## config.mk

```make
export PLATFORM = sky130hd
export DESIGN_NAME = uhsi_status_irq
export DESIGN_NICKNAME = d
export VERILOG_FILES = /design/src/hdl/uhsi_pkg.sv /design/src/hdl/uhsi_avmm_slave.sv /design/src/hdl/uhsi_irq_pacer.sv /design/src/hdl/uhsi_status_irq.sv
export SDC_FILE = /design/constraint.sdc
export NUM_CORES = 1
export LEC_CHECK = 0
export BUFFER_PORTS_ARGS = -buffer_cell sky130_fd_sc_hd__buf_2
export CAP_MARGIN = 0
export CORE_ASPECT_RATIO = 0.5
export CORE_MARGIN = 2
export CORE_UTILIZATION = 49
export DETAILED_ROUTE_END_ITERATION = 8
export GPL_TIMING_DRIVEN = 0
export MAX_ROUTING_LAYER = met4
export PLACE_DENSITY = 0.8
export SLEW_MARGIN = 30
export SYNTH_ARGS = -nofsm -noshare
export SYNTH_HDL_FRONTEND = slang
export SYNTH_SLANG_ARGS = --single-unit
```

## constraint.sdc

```tcl
create_clock -name clock -period 2.8 [get_ports clock]
set_input_delay 0.56 -clock clock [delete_from_list [all_inputs] [get_ports clock]]
set_output_delay 0.56 -clock clock [all_outputs]
set_load 0.02 [all_outputs]
```

## src/hdl/uhsi_pkg.sv

```systemverilog
package uhsi_pkg;

    // Register byte offsets on the bus
    localparam int ADDR_WIDTH = 8;
    localparam logic [7:0] STATUS_OFFSET = 8'h14;
    localparam logic [7:0] ENABLE_OFFSET = 8'h18;

    // Status register field positions
    localparam int ASYNC_RUNNING_BIT = 15;
    localparam int PERIODIC_RUNNING_BIT = 14;
    localparam int RECLAIM_BIT = 13;
    localparam int STOPPED_BIT = 12;
    localparam int ADVANCE_BIT = 5;
    localparam int SYSERR_BIT = 4;
    localparam int WRAP_BIT = 3;
    localparam int PORT_BIT = 2;
    localparam int XFER_ERROR_BIT = 1;
    localparam int XFER_DONE_BIT = 0;

    // Sticky event flags occupy bits [5:0] of status and enables
    localparam int FLAG_COUNT = 6;
    localparam logic [5:0] PACED_MASK = 6'h23;
    localparam logic [5:0] FLAGS_RESET = 6'h00;
    localparam logic [5:0] ENABLES_RESET = 6'h00;
    localparam logic STOPPED_RESET = 1'b1;

    // Threshold field values
    localparam logic [7:0] RATE_LIMIT_DEFAULT = 8'h08;
    localparam logic [7:0] RATE_NO_LIMIT = 8'h01;

    // Micro-frame timing at the 40 MHz system clock
    localparam int CLOCK_KHZ = 40000;
    localparam int MICROFRAME_US = 125;
    localparam int MICROFRAME_CYCLES = MICROFRAME_US * CLOCK_KHZ / 1000;

    // Controller halt sequencing
    typedef enum logic [2:0] {
        ST_HALTED = 3'b001,
        ST_RUNNING = 3'b010,
        ST_STOPPING = 3'b100
    } uhsi_halt_state_t;

endpackage

```

## src/hdl/uhsi_avmm_slave.sv

```systemverilog
`timescale 1ns/1ps
module uhsi_avmm_slave (
    input wire logic clock,
    input wire logic rst,
    input wire logic [7:0] address,
    input wire logic read,
    input wire logic write,
    input wire logic [31:0] writedata,
    input wire logic [3:0] byteenable,
    output logic [31:0] readdata,
    output logic waitrequest,
    input wire logic [31:0] read_value,
    output logic reg_write
);
    logic ack_reg;
    logic [31:0] readdata_reg;

    // One wait cycle, then the access completes
    always_ff @(posedge clock) begin
        if (rst) begin
            ack_reg <= 1'b0;
        end else begin
            ack_reg <= (read | write) & ~ack_reg;
        end
    end

    // Read word captured during the wait cycle
    always_ff @(posedge clock) begin
        if (rst) begin
            readdata_reg <= 32'h0000_0000;
        end else if (read & ~ack_reg) begin
            readdata_reg <= read_value;
        end
    end

    assign waitrequest = (read | write) & ~ack_reg;
    assign readdata = readdata_reg;
    assign reg_write = write & ack_reg; // Edge where waitrequest is low

endmodule

```

## src/hdl/uhsi_irq_pacer.sv

```systemverilog
`timescale 1ns/1ps
module uhsi_irq_pacer #(
    parameter int MICROFRAME_CYCLES = uhsi_pkg::MICROFRAME_CYCLES
) (
    input wire logic clock,
    input wire logic rst,
    input wire logic [7:0] rate_limit,
    output logic boundary
);
    localparam int CW = $clog2(MICROFRAME_CYCLES + 1);
    localparam logic [CW-1:0] LAST_CYCLE = CW'(MICROFRAME_CYCLES - 1);

    logic [CW-1:0] cycle_reg;
    logic [7:0] uframe_reg;
    logic boundary_reg;
    logic uframe_tick;
    logic [8:0] uframe_sum;

    assign uframe_tick = (cycle_reg == LAST_CYCLE);
    assign uframe_sum = {1'b0, uframe_reg} + 9'h001;

    // Micro-frame timebase
    always_ff @(posedge clock) begin
        if (rst) begin
            cycle_reg <= '0;
        end else if (uframe_tick) begin
            cycle_reg <= '0;
        end else begin
            cycle_reg <= cycle_reg + CW'(1);
        end
    end

    // Counts micro-frames up to the programmed interval
    always_ff @(posedge clock) begin
        if (rst) begin
            uframe_reg <= 8'h00;
            boundary_reg <= 1'b0;
        end else begin
            boundary_reg <= 1'b0;
            if (uframe_tick) begin
                if (uframe_sum >= {1'b0, rate_limit}) begin
                    uframe_reg <= 8'h00;
                    boundary_reg <= 1'b1;
                end else begin
                    uframe_reg <= uframe_sum[7:0];
                end
            end
        end
    end

    assign boundary = boundary_reg;

endmodule

```

## src/hdl/uhsi_status_irq.sv

```systemverilog
`timescale 1ns/1ps
// Operation
// - Writing one to an event flag clears it; writing zero leaves it.
// - Status shows only pending events and controller states, no transaction results.
// - Bit 15 shows the asynchronous schedule running; resets to zero.
// - Bit 14 shows the periodic schedule running; resets to zero.
// - Bit 13 is the reclamation indicator for empty async schedule; resets zero.
// - Stopped bit 12 resets to one and reads zero while run/stop is one.
// - Stopped bit sets only after schedule execution has really stopped.
// - Bit 5 sets on the async advance event and stays until cleared.
// - Bit 4 sets on a serious system memory access error.
// - Bit 3 sets when the frame list index wraps to zero.
// - Bit 2 sets when any port change bit rises.
// - Bit 2 is also loaded with the OR of all port change bits.
// - Bit 1 sets when a completed transaction ends in error.
// - Bit 0 sets when a transaction completes.
// - Interrupt raised only when a source is both enabled and flagged.
// - Flags still set while their enables are clear.
// - Sources 5, 1 and 0 wait for the next threshold boundary.
// - Sources 4, 3 and 2 interrupt as soon as enabled and flagged.
// - Threshold 01h passes paced events with no interval delay.
// - Threshold selects interval in micro-frames; default 08h is one millisecond.
// - Run/stop one runs the schedules; zero requests a stop.
module uhsi_status_irq #(
    parameter int PORT_COUNT = 1,
    parameter int MICROFRAME_CYCLES = uhsi_pkg::MICROFRAME_CYCLES
) (
    input wire logic clock,
    input wire logic rst,

    // Avalon-MM register slave
    input wire logic [7:0] address,
    input wire logic read,
    input wire logic write,
    input wire logic [31:0] writedata,
    input wire logic [3:0] byteenable,
    output logic [31:0] readdata,
    output logic waitrequest,

    // Command-side controls
    input wire logic run_stop_control,
    input wire logic [7:0] irq_rate_limit,

    // Schedule engine states
    input wire logic async_schedule_running,
    input wire logic periodic_schedule_running,
    input wire logic reclamation,
    input wire logic schedules_idle,

    // Schedule engine event strobes
    input wire logic async_advance_event,
    input wire logic system_access_error_event,
    input wire logic frame_index_wrap_event,
    input wire logic transfer_error_event,
    input wire logic transfer_done_event,

    // Port status change bits, one per port
    input wire logic [PORT_COUNT-1:0] port_change_bits,

    // Host interrupt, active high level
    output logic host_irq
);

    // Flag vector layout, bit index equals status bit position
    logic [5:0] flags_reg;
    logic [5:0] flags_next;
    logic [5:0] flag_set;
    logic [5:0] flag_clear;
    logic [5:0] enables_reg;

    // State bits
    logic async_running_reg;
    logic periodic_running_reg;
    logic reclaim_reg;
    logic controller_stopped;
    uhsi_pkg::uhsi_halt_state_t halt_state_reg;
    uhsi_pkg::uhsi_halt_state_t halt_state_next;

    // Port change edge detection
    logic [PORT_COUNT-1:0] port_prev_reg;
    logic port_rise;
    logic port_any;

    // Register access
    logic reg_write;
    logic [31:0] read_value;
    logic status_hit;
    logic enable_hit;

    // Interrupt pacing
    logic threshold_boundary;
    logic [5:0] active_sources;
    logic paced_active;
    logic direct_active;
    logic no_limit;
    logic paced_irq_reg;
    logic host_irq_reg;

    // Bus slave with one wait cycle
    uhsi_avmm_slave u_slave (
        .clock(clock),
        .rst(rst),
        .address(address),
        .read(read),
        .write(write),
        .writedata(writedata),
        .byteenable(byteenable),
        .readdata(readdata),
        .waitrequest(waitrequest),
        .read_value(read_value),
        .reg_write(reg_write)
    );

    // Threshold boundary timer
    uhsi_irq_pacer #(
        .MICROFRAME_CYCLES(MICROFRAME_CYCLES)
    ) u_pacer (
        .clock(clock),
        .rst(rst),
        .rate_limit(irq_rate_limit),
        .boundary(threshold_boundary)
    );

    // Address decode
    assign status_hit = (address == uhsi_pkg::STATUS_OFFSET);
    assign enable_hit = (address == uhsi_pkg::ENABLE_OFFSET);

    // Read mux; unmapped offsets read zero
    always_comb begin
        read_value = 32'h0000_0000;
        if (status_hit) begin
            // Only event and state bits, nothing per transaction
            read_value[5:0] = flags_reg;
            read_value[uhsi_pkg::STOPPED_BIT] = controller_stopped;
            read_value[uhsi_pkg::RECLAIM_BIT] = reclaim_reg;
            read_value[uhsi_pkg::PERIODIC_RUNNING_BIT] = periodic_running_reg;
            read_value[uhsi_pkg::ASYNC_RUNNING_BIT] = async_running_reg;
        end else if (enable_hit) begin
            read_value[5:0] = enables_reg;
        end
    end

    // Schedule state snapshots
    always_ff @(posedge clock) begin
        if (rst) begin
            async_running_reg <= 1'b0;
            periodic_running_reg <= 1'b0;
            reclaim_reg <= 1'b0;
        end else begin
            async_running_reg <= async_schedule_running;
            periodic_running_reg <= periodic_schedule_running;
            reclaim_reg <= reclamation;
        end
    end

    // Halt sequencing
    always_comb begin
        halt_state_next = halt_state_reg;
        case (halt_state_reg)
            uhsi_pkg::ST_HALTED: begin
                if (run_stop_control) begin
                    halt_state_next = uhsi_pkg::ST_RUNNING;
                end
            end
            uhsi_pkg::ST_RUNNING: begin
                if (!run_stop_control) begin
                    halt_state_next = uhsi_pkg::ST_STOPPING;
                end
            end
            uhsi_pkg::ST_STOPPING: begin
                if (run_stop_control) begin
                    halt_state_next = uhsi_pkg::ST_RUNNING;
                end else if (schedules_idle) begin
                    halt_state_next = uhsi_pkg::ST_HALTED;
                end
            end
            default: begin
                halt_state_next = uhsi_pkg::ST_HALTED;
            end
        endcase
    end

    always_ff @(posedge clock) begin
        if (rst) begin
            halt_state_reg <= uhsi_pkg::ST_HALTED;
        end else begin
            halt_state_reg <= halt_state_next;
        end
    end

    // Stopped reads zero at once while run/stop is set
    assign controller_stopped = (halt_state_reg == uhsi_pkg::ST_HALTED)
                                & ~run_stop_control;

    // Port change edges and level
    always_ff @(posedge clock) begin
        if (rst) begin
            port_prev_reg <= '0;
        end else begin
            port_prev_reg <= port_change_bits;
        end
    end

    assign port_rise = |(port_change_bits & ~port_prev_reg);
    assign port_any = |port_change_bits;

    // Event set terms, independent of the enables
    always_comb begin
        flag_set = 6'h00;
        flag_set[uhsi_pkg::ADVANCE_BIT] = async_advance_event;
        flag_set[uhsi_pkg::SYSERR_BIT] = system_access_error_event;
        flag_set[uhsi_pkg::WRAP_BIT] = frame_index_wrap_event;
        flag_set[uhsi_pkg::PORT_BIT] = port_rise | port_any;
        flag_set[uhsi_pkg::XFER_ERROR_BIT] = transfer_error_event;
        flag_set[uhsi_pkg::XFER_DONE_BIT] = transfer_done_event;
    end

    // Write-one-to-clear on byte lane 0
    assign flag_clear = (reg_write & status_hit & byteenable[0])
                        ? writedata[5:0] : 6'h00;

    // Per-flag sticky logic; a set in the clear cycle wins
    genvar gi;
    generate
        for (gi = 0; gi < uhsi_pkg::FLAG_COUNT; gi++) begin : g_flag
            always_comb begin
                flags_next[gi] = flags_reg[gi];
                if (flag_clear[gi]) begin
                    flags_next[gi] = 1'b0;
                end
                if (flag_set[gi]) begin
                    flags_next[gi] = 1'b1;
                end
            end
        end
    endgenerate

    always_ff @(posedge clock) begin
        if (rst) begin
            flags_reg <= uhsi_pkg::FLAGS_RESET;
        end else begin
            flags_reg <= flags_next;
        end
    end

    // Interrupt enable register
    always_ff @(posedge clock) begin
        if (rst) begin
            enables_reg <= uhsi_pkg::ENABLES_RESET;
        end else if (reg_write & enable_hit & byteenable[0]) begin
            enables_reg <= writedata[5:0];
        end
    end

    // Sources both enabled and flagged
    assign active_sources = flags_reg & enables_reg;
    assign paced_active = |(active_sources & uhsi_pkg::PACED_MASK);
    assign direct_active = |(active_sources & ~uhsi_pkg::PACED_MASK);

    // Reserved 00h is treated like 01h
    assign no_limit = (irq_rate_limit <= uhsi_pkg::RATE_NO_LIMIT);

    // Paced request latches at a boundary, drops once sources go quiet
    always_ff @(posedge clock) begin
        if (rst) begin
            paced_irq_reg <= 1'b0;
        end else if (!paced_active) begin
            paced_irq_reg <= 1'b0;
        end else if (threshold_boundary) begin
            paced_irq_reg <= 1'b1;
        end
    end

    // Combined host interrupt
    always_ff @(posedge clock) begin
        if (rst) begin
            host_irq_reg <= 1'b0;
        end else begin
            host_irq_reg <= direct_active
                            | (paced_active & no_limit)
                            | (paced_active & paced_irq_reg);
        end
    end

    assign host_irq = host_irq_reg;

endmodule

```

**After elaboration in Yosys (flattened, before gate mapping)**

Index checks and enable logic that the tools add are counted.

- Register bits: 54
- Output and inout port bits: 34
- Word-level logic and storage cells: 88

- Magnitude comparators: 2
- Bitwise operators: 21
- Mux-type cells: 23
- Equal/unequal tests: 9
- Reduce and logical (&&, ||, !) cells: 12
- $add $sub $neg: 2

Operators by type and width:

| cell | count |
|---|---|
| 6-bit two-way mux | 3 |
| 8-bit by 5-bit equality test with 1-bit output, second input constant | 2 |
| 13-bit by 1-bit adder with 13-bit output, second input constant | 1 |
| 13-bit equality test, second input constant | 1 |
| 1-bit two-way mux | 13 |
| 3-bit two-way mux | 4 |
| 2-bit nonzero test | 6 |
| 1-bit bitwise AND | 11 |
| 8-bit by 1-bit adder with 9-bit output, second input constant | 1 |
| 9-bit by 8-bit greater-or-equal comparator with 1-bit output | 1 |
| 3-bit one-hot mux with 3 select lines | 1 |
| 8-bit by 1-bit less-or-equal comparator with 1-bit output, second input constant | 1 |
| 8-bit two-way mux | 1 |
| 6-bit bitwise AND | 1 |
| 2-bit OR reduction | 3 |
| 3-bit OR reduction | 2 |
| 1-bit NOT | 5 |
| 4-bit two-way mux | 1 |
| 2-bit != test, second input constant | 2 |
| 1-bit bitwise OR | 4 |
| 3-bit by 1-bit equality test with 1-bit output, second input constant | 1 |
| 3-bit by 2-bit equality test with 1-bit output, second input constant | 1 |
| 3-bit equality test, second input constant | 1 |
| 3-bit != test, second input constant | 1 |
| 3-bit AND reduction | 1 |

**Logic depth before layout (Yosys ltp)**

Gate-level depths: netlist of run 1.

- Depth in word-level cells: 6
- Gate-level depth with buffers: 11

**By module**

From an unflattened synthesis of run 1, not the netlist that was laid out.

- Cells, all modules: 396
- Area, all modules: 3702.3 sq um

By module, submodules not included:

| module | area each (sq um) | times used | seq. area each (sq um) | cells an instance |
|---|---|---|---|---|
| uhsi_avmm_slave | 1488.9 | 1 | 660.6 | 150 |
| uhsi_irq_pacer | 1266.2 | 1 | 440.4 | 140 |
| uhsi_status_irq | 947.2 | 1 | 400.4 | 106 |

**Worst setup path after synthesis of run 1**

OpenSTA, ideal clock, no wires.

- Kind: register to register
- Start point: register u_pacer.uframe_reg[0]
- End point: register u_pacer.uframe_reg[1]
- Slack: 423 ps
- Period minus slack after synthesis: 2377 ps
- Cell stages (with the launch flop): 12
- Arrival time: 2317 ps
- Required time: 2741 ps
- Path through: dfxtp_1 ha_1 and3_1 nand3_1 and2_1 or2_2 ha_1 a21oi_1 nor2b_1 nor3_2 o21a_1 a22o_1

- Longest elaborated chain between the ends: 3

RTL lines:

| item | line | source |
|---|---|---|
| from (decl) | uhsi_irq_pacer.sv:14 | `logic [7:0] uframe_reg;` |
| from (signal assigned) | uhsi_irq_pacer.sv:45 | `uframe_reg <= uframe_sum[7:0];` |
| 8-bit by 1-bit adder with 9-bit output (*) | uhsi_irq_pacer.sv:20 | `assign uframe_sum = {1'b0, uframe_reg} + 9'h001;` |
| 9-bit by 8-bit greater-or-equal comparator with 1-bit output | uhsi_irq_pacer.sv:41 | `if (uframe_sum >= {1'b0, rate_limit}) begin` |
| 8-bit two-way mux (*) | uhsi_irq_pacer.sv:41 |  |

Every way passes the cells marked *; elsewhere a longest branch is shown, timed or not.
A chain may end at the register's enable or synchronous reset.

**Worst setup path after layout of run 1**

- Start point: register u_pacer.uframe_reg[1]
- End point: register u_pacer.uframe_reg[7]

The elaborated chain is that of the path after synthesis.

==> results of run 1 <==
final timing paths:
check | start | to | slack, ns
hold / removal | run_stop_control | halt_state_reg[2] | 0.44
setup reg to reg | u_pacer.uframe_reg[1] | u_pacer.uframe_reg[7] | 0.11
hold reg to reg | periodic_running_reg | u_slave.readdata[14] | 0.48
setup / recovery | u_pacer.uframe_reg[1] | u_pacer.uframe_reg[7] | 0.11
power groups by stage:
stage / sequential [mW] / clock [mW] / combinational, mW
floorplan: 0.798 / 0 / 0.102
global placement: 0.800 / 0 / 0.140
detailed placement: 0.801 / 0 / 0.146
CTS: 0.784 / 0.443 / 0.146
global route: 0.787 / 0.480 / 0.163
finish: 0.784 / 0.436 / 0.148
layer usage:
layer	wire [um]	track usage (%)
met5	0	-
met1	2400	23.1
met2	2740	35.0
met3	425	4.68
met4	71	5.68
worst reg2reg max path, stage by stage, from the launching register on:
cell and delay (ns):
dfxtp_1 0.39, ha_1 0.24, and3_1 0.21, nand3_1 0.10
and2_1 0.18, or2_2 0.30, ha_1 0.29, a21oi_1 0.14
nor2b_1 0.09, nor3_2 0.29, o21a_1 0.26, a22o_1 0.15
what timing repair did:
| action | CTS | global route |
|---|---|---|
| endpoints found under the setup margin | 0 | 7 |
| hold buffers | 0 | 0 |
| setup buffers | 0 | 1 |
| resized for setup | 0 | 2 |
final cells by class:
cell class | instances | area [um2]
clock inverter | 3 | 21.3
multi-input combinational | 225 | 1420
inverter | 9 | 33.8
tap | 70 | 87.6
fill | 420 | 1920
sequential | 53 | 1060
clock buffer | 5 | 68.8
timing repair buffer | 49 | 248
buffer | 28 | 188
cells in the mapped netlist (all sizes together), types with 2 or more instances:
library cell   n  area, um2
a22o           3       26.3
o21ai          8       40.0
nor4b          2       23.8
a31o           2       17.5
clkbuf         6       22.5
a222oi         8       80.1
or4b           3       41.3
a22oi          4       30.0
and2           4       25.0
o21bai         2       15.0
xor2           9       78.8
o221ai         4       35.0
dfxtp         53       1060
o21a           2       15.0
mux2i          7       70.1
or2            5       33.8
a21oi         14       70.1
nand2         23       86.3
xnor2          2       17.5
ha            10        125
nor2          46        196
nand4          5       31.3
inv            9       33.8
and3           3       18.8
nor2b          7       43.8
nor3           7       62.6
nand3          9       45.0
a31oi          2       12.5
nor4           3       18.8
or3            3       18.8
buf           22        165
metrics by stage:
| step | power (mW) | util [%] | std cells | worst slack, ns |
|---|---|---|---|---|
| 5_1_grt | 1.43 | 62.0 | 442 | -0.0407 |
| 2_1_floorplan | 0.900 | - | 315 | 0.423 |
| 6_report | 1.37 | 62.0 | 442 | 0.107 |
| 3_3_place_gp | 0.941 | 59.9 | 433 | 0.140 |
| 4_1_cts | 1.37 | 61.7 | 441 | 0.0275 |
| 3_5_place_dp | 0.947 | 59.9 | 433 | 0.0630 |
logic make-up after synthesis:
family                     Yosys count  synth area share (%)
buffers and inverters               37                  8.46
AOI/OAI and AO/OA                   50                  13.3
adders and majority gates           10                  4.78
xor gates and xnor gates            11                  3.68
muxes                                7                  2.68
other                                1                 0.143
DFF                                 53                  40.5
and+or+nand+nor                    125                  26.4
==> flow_metrics.env, run 1 <==
export IMPL_fmax_mhz=371
export IMPL_power_density_nw_per_um2=437
export IMPL_switchingPower_mw=0.358
export IMPL_combinationalPowerShare_pct=10.8
export IMPL_ys_flop_type="dfxtp_1"
export IMPL_dr_pass1_iters=5
export IMPL_ys_ff_latch=53
export IMPL_layout_common_cells="dfxtp_1, buf_2, nor2_1"
export IMPL_worstMarginPinSlew_ns=0.803
export IMPL_path_cells="ha_1 > and3_1 > nand3_1 > and2_1 > or2_2 > ha_1 > a21oi_1 > nor2b_1 > nor3_2 > o21a_1 > a22o_1"
export IMPL_grt_total_usage_pct=20.0
export IMPL_cts_root_buf="clkbuf_8"
export IMPL_hold_viol=0
export IMPL_drc_errors=0
export IMPL_clk_insertion_delay_late_ns=0.31
export IMPL_start_util_pct=51.9
export IMPL_irDropWorstVdd_v=0.000213
export IMPL_async_reset_ff_share_pct=0
export IMPL_placed_area_um2=3020
export IMPL_final_antenna_net_count=0
export IMPL_diodes=0
export IMPL_reg2reg_depth=11
export IMPL_tns_ns=0
export IMPL_syn_inst=294
export IMPL_core_area_um2=5040
export IMPL_io_buffers=48
export IMPL_worstSetupEndpointType="flip-flop"
export IMPL_cts_buffers=5
export IMPL_fp_row_count=18
export IMPL_p_seq_share_pct=57.3
export IMPL_critPathKind="flip-flop to flip-flop"
export IMPL_hp_class="input pin to flip-flop"
export IMPL_cts_num_sinks=53
export IMPL_slowest_delay_ns=0.39
export IMPL_clock_skew_ns=0.00704
export IMPL_finalMaxSlewViolations=0
export IMPL_whs_path_depth=2
export IMPL_htree_levels=2
export IMPL_fp_dieH_um=55.7
export IMPL_arrival_ns=2.95
export IMPL_swShare_pct=26.1
export IMPL_slowest_stage="dfxtp_1"
export IMPL_fin_nets=448
export IMPL_vias=2299
export IMPL_fin_crit_sh_pct=96.2
export IMPL_setup_viol=0
export IMPL_drt_vias_per_instance=5.20
export IMPL_largest_reg_flops=13
export IMPL_area_growth_pct=19.6
export IMPL_grt_pass1_wl_um=9370
export IMPL_crit_buf_inv=0
export IMPL_worstSetupStartpointType="flip-flop"
export IMPL_clk_pin_slew_worst_paths_ns=0.10
export IMPL_cap_violations=0
export IMPL_final_common_cell="dfxtp_1"
export IMPL_die_width_um=107
export IMPL_dieArea_um2=5980
export IMPL_worstPathRequired_ns=3.05
export IMPL_cts_buffer_depth=2
export IMPL_grt_overflow=0
export IMPL_slew_headroom_pct=46.2
export IMPL_design_area_um2=3130
export IMPL_p_int_mw=1.01
export IMPL_place_congestion=0.833
export IMPL_grt_antenna_before_repair=0
export IMPL_grt_max_degree=18
export IMPL_grt_pass1_vias=2147
export IMPL_clockPowerShare_pct=31.9
export IMPL_drtIter0Drc=106
export IMPL_drive_gt1_share_pct=26.3
export IMPL_status="finished clean"
export IMPL_path_depth=11
export IMPL_synth_avg_cell_area_um2=8.90
export IMPL_routed_wirelength_um=5640
export IMPL_yosys_warnings=0
export IMPL_dp_hpwl_um=4260
export IMPL_cpMostUsedCell="ha_1"
export IMPL_critPathMaxFanout=4
export IMPL_detail_route_wl_per_cell_um=12.8
export IMPL_cts_tree="yes"
export IMPL_leakage_nw=1.47
export IMPL_synth_edff_count=0
export IMPL_syn_cell_area_um2=2620
export IMPL_path_delay_family="simple AND/OR/NAND/NOR gates"
export IMPL_synth_seq_area_share_pct=40.5
export IMPL_post_route_min_period_ns=2.69
export IMPL_holdWs_ns=0.442
export IMPL_yosysUniqueCellTypes=45
export IMPL_io_pins=101
Note: power is estimated with default switching activity, not from simulation.
==> run 2, diff against run 1 <==
--- a/config.mk
+++ b/config.mk
@@ -7,13 +7,15 @@
 export LEC_CHECK = 0
 export BUFFER_PORTS_ARGS = -buffer_cell sky130_fd_sc_hd__buf_2
 export CAP_MARGIN = 0
+export CELL_PAD_IN_SITES_DETAIL_PLACEMENT = 1
+export CELL_PAD_IN_SITES_GLOBAL_PLACEMENT = 1
 export CORE_ASPECT_RATIO = 0.5
 export CORE_MARGIN = 2
-export CORE_UTILIZATION = 49
+export CORE_UTILIZATION = 35
 export DETAILED_ROUTE_END_ITERATION = 8
-export GPL_TIMING_DRIVEN = 0
+export GPL_TIMING_DRIVEN = 1
 export MAX_ROUTING_LAYER = met4
-export PLACE_DENSITY = 0.8
+export PLACE_DENSITY_LB_ADDON = 0.1
 export SLEW_MARGIN = 30
 export SYNTH_ARGS = -nofsm -noshare
 export SYNTH_HDL_FRONTEND = slang
==> run 2 against run 1 <==
Net effect: cell count increased by 0.45%; routed wire length increased by 9.8%; die area increased by 38%; largest cell class unchanged; non-clock buffer count decreased by 23; critical path type unchanged; sequential power about the same; via count decreased by 3.6%; clock-buffer cell count unchanged; sequential share of layout area increased by 0.50 points; maximum frequency increased by 5.5%.
==> flow_metrics.env, run 2 (synthesis results as in run 1) <==
export IMPL_status="finished clean"
export IMPL_fmax_mhz=392
export IMPL_vias=2217
export IMPL_detail_route_wl_per_cell_um=14.0
export IMPL_cts_root_buf="clkbuf_16"
export IMPL_diodes=0
export IMPL_setup_viol=0
export IMPL_irDropWorstVdd_v=0.000253
export IMPL_slew_headroom_pct=58.2
export IMPL_grt_pass1_vias=2232
export IMPL_whs_path_depth=2
export IMPL_worstPathRequired_ns=3.03
export IMPL_dp_cells=436
export IMPL_dieArea_um2=8230
export IMPL_area_growth_pct=17.8
export IMPL_final_common_cell="dfxtp_1"
export IMPL_power_mw=1.58
export IMPL_worstMarginPinSlew_ns=0.626
export IMPL_htree_levels=2
export IMPL_core_area_um2=7290
export IMPL_clk_pin_slew_worst_paths_ns=0.07
export IMPL_die_width_um=126
export IMPL_largest_reg_flops=13
export IMPL_drc_errors=0
export IMPL_fin_util_pct=42.3
export IMPL_path_depth=11
export IMPL_drive_gt1_share_pct=23.6
export IMPL_hold_viol=0
export IMPL_final_antenna_net_count=0
export IMPL_io_pins=101
export IMPL_hp_class="flip-flop to flip-flop"
export IMPL_cts_tree="yes"
export IMPL_fp_dieH_um=65.2
export IMPL_path_delay_family="simple AND/OR/NAND/NOR gates"
export IMPL_rsz0062_at_grt="false"
export IMPL_critPathMaxFanout=4
export IMPL_clk_insertion_delay_late_ns=0.28
export IMPL_fin_nets=425
export IMPL_slowest_stage="dfxtp_2"
export IMPL_placed_area_um2=2900
export IMPL_dp_slack_ns=0.113
export IMPL_grt_pass1_wl_um=10400
export IMPL_drtIter0Drc=88
export IMPL_routed_wirelength_um=6200
export IMPL_post_route_min_period_ns=2.55
export IMPL_fin_crit_sh_pct=91.2
export IMPL_grt_overflow=0
export IMPL_design_area_um2=3080
export IMPL_fp_row_count=22
export IMPL_grt_antenna_before_repair=0
export IMPL_start_util_pct=35.9
export IMPL_crit_buf_inv=0
export IMPL_path_cells="ha_2 > and3_4 > nand3_1 > and2_1 > or2_2 > ha_1 > a21oi_2 > nor2b_1 > nor3_2 > o21a_1 > a22o_1"
export IMPL_tns_ns=0
export IMPL_worstSetupEndpointType="flip-flop"
export IMPL_grt_total_usage_pct=16.2
export IMPL_place_congestion=0.831
export IMPL_reg2reg_depth=11
export IMPL_cts_num_sinks=53
export IMPL_cts_buffers=5
export IMPL_holdWs_ns=0.467
export IMPL_grt_max_degree=36
export IMPL_worstSetupStartpointType="flip-flop"
export IMPL_drt_vias_per_instance=4.99
export IMPL_cap_violations=0
export IMPL_io_buffers=49
export IMPL_clock_skew_ns=0.00418
export IMPL_slowest_delay_ns=0.35
export IMPL_power_density_nw_per_um2=514
export IMPL_arrival_ns=2.78
export IMPL_dp_hpwl_um=4700
export IMPL_dr_pass1_iters=5
export IMPL_cts_buffer_depth=2
export IMPL_leakage_nw=1.39
export IMPL_setup_ws_ns=0.247
export IMPL_critPathKind="flip-flop to flip-flop"
export IMPL_stdcell_count=444
export IMPL_layout_common_cells="dfxtp_1, buf_2, nor2_1"
export IMPL_finalMaxSlewViolations=0
[run 2: changes by cell type in the layout (fill, tap and decap cells not counted), sizes merged]
cell	change
buf	-17
bufinv	+1
clkbuf	-6
clkinvlp	-1
inv	-1
[run 2: worst paths after layout]
kind,startpoint,end,slack [ns]
min reg2reg,u_pacer.boundary,paced_irq_reg,0.47
max,u_pacer.uframe_reg[1],u_pacer.uframe_reg[1],0.25
max reg2reg,u_pacer.uframe_reg[1],u_pacer.uframe_reg[1],0.25
min,u_pacer.boundary,paced_irq_reg,0.47
[run 2: area by class of cell]
type | count | area, um2
flip-flops and latches | 53 | 1060
well taps | 96 | 120
clock buffers | 5 | 125
fillers | 891 | 4210
inverters | 9 | 33.8
multi-input cells | 225 | 1430
clock inverters | 2 | 35.0
repair buffers | 54 | 283
[run 2: report_power, final]
group,switching (mW),internal [mW]
registers,0.0154,0.769
clock network,0.261,0.415
logic,0.0807,0.0430
total,0.357,1.23
[run 2: routing by layer]
| layer | vias up | GRT usage (%) | share of wire [%] |
|---|---|---|---|
| li1 | 1102 | - | - |
| met1 | 1060 | 19.3 | 46 |
| met2 | 53 | 28.6 | 49 |
| met3 | 2 | 3.75 | 4.8 |
| met5 | - | - | 0 |
| met4 | 0 | 3.30 | 0.39 |
[run 2: timing repair]
action | in CTS | in global routing
gates resized for setup | 0 | 4
hold buffers | 0 | 0
endpoints found under the setup margin | 0 | 7
hold endpoints to repair | 0 | 0
buffers inserted | 0 | 1
[run 2: worst register-to-register path: cells and delay by family, from the launching register on]
kind	cells	cell delay, ns
AO/OA/AOI/OAI	3	0.50
flip-flops	1	0.35
adder cells (fa/ha/maj)	2	0.52
AND/OR/NAND/NOR	6	1.12
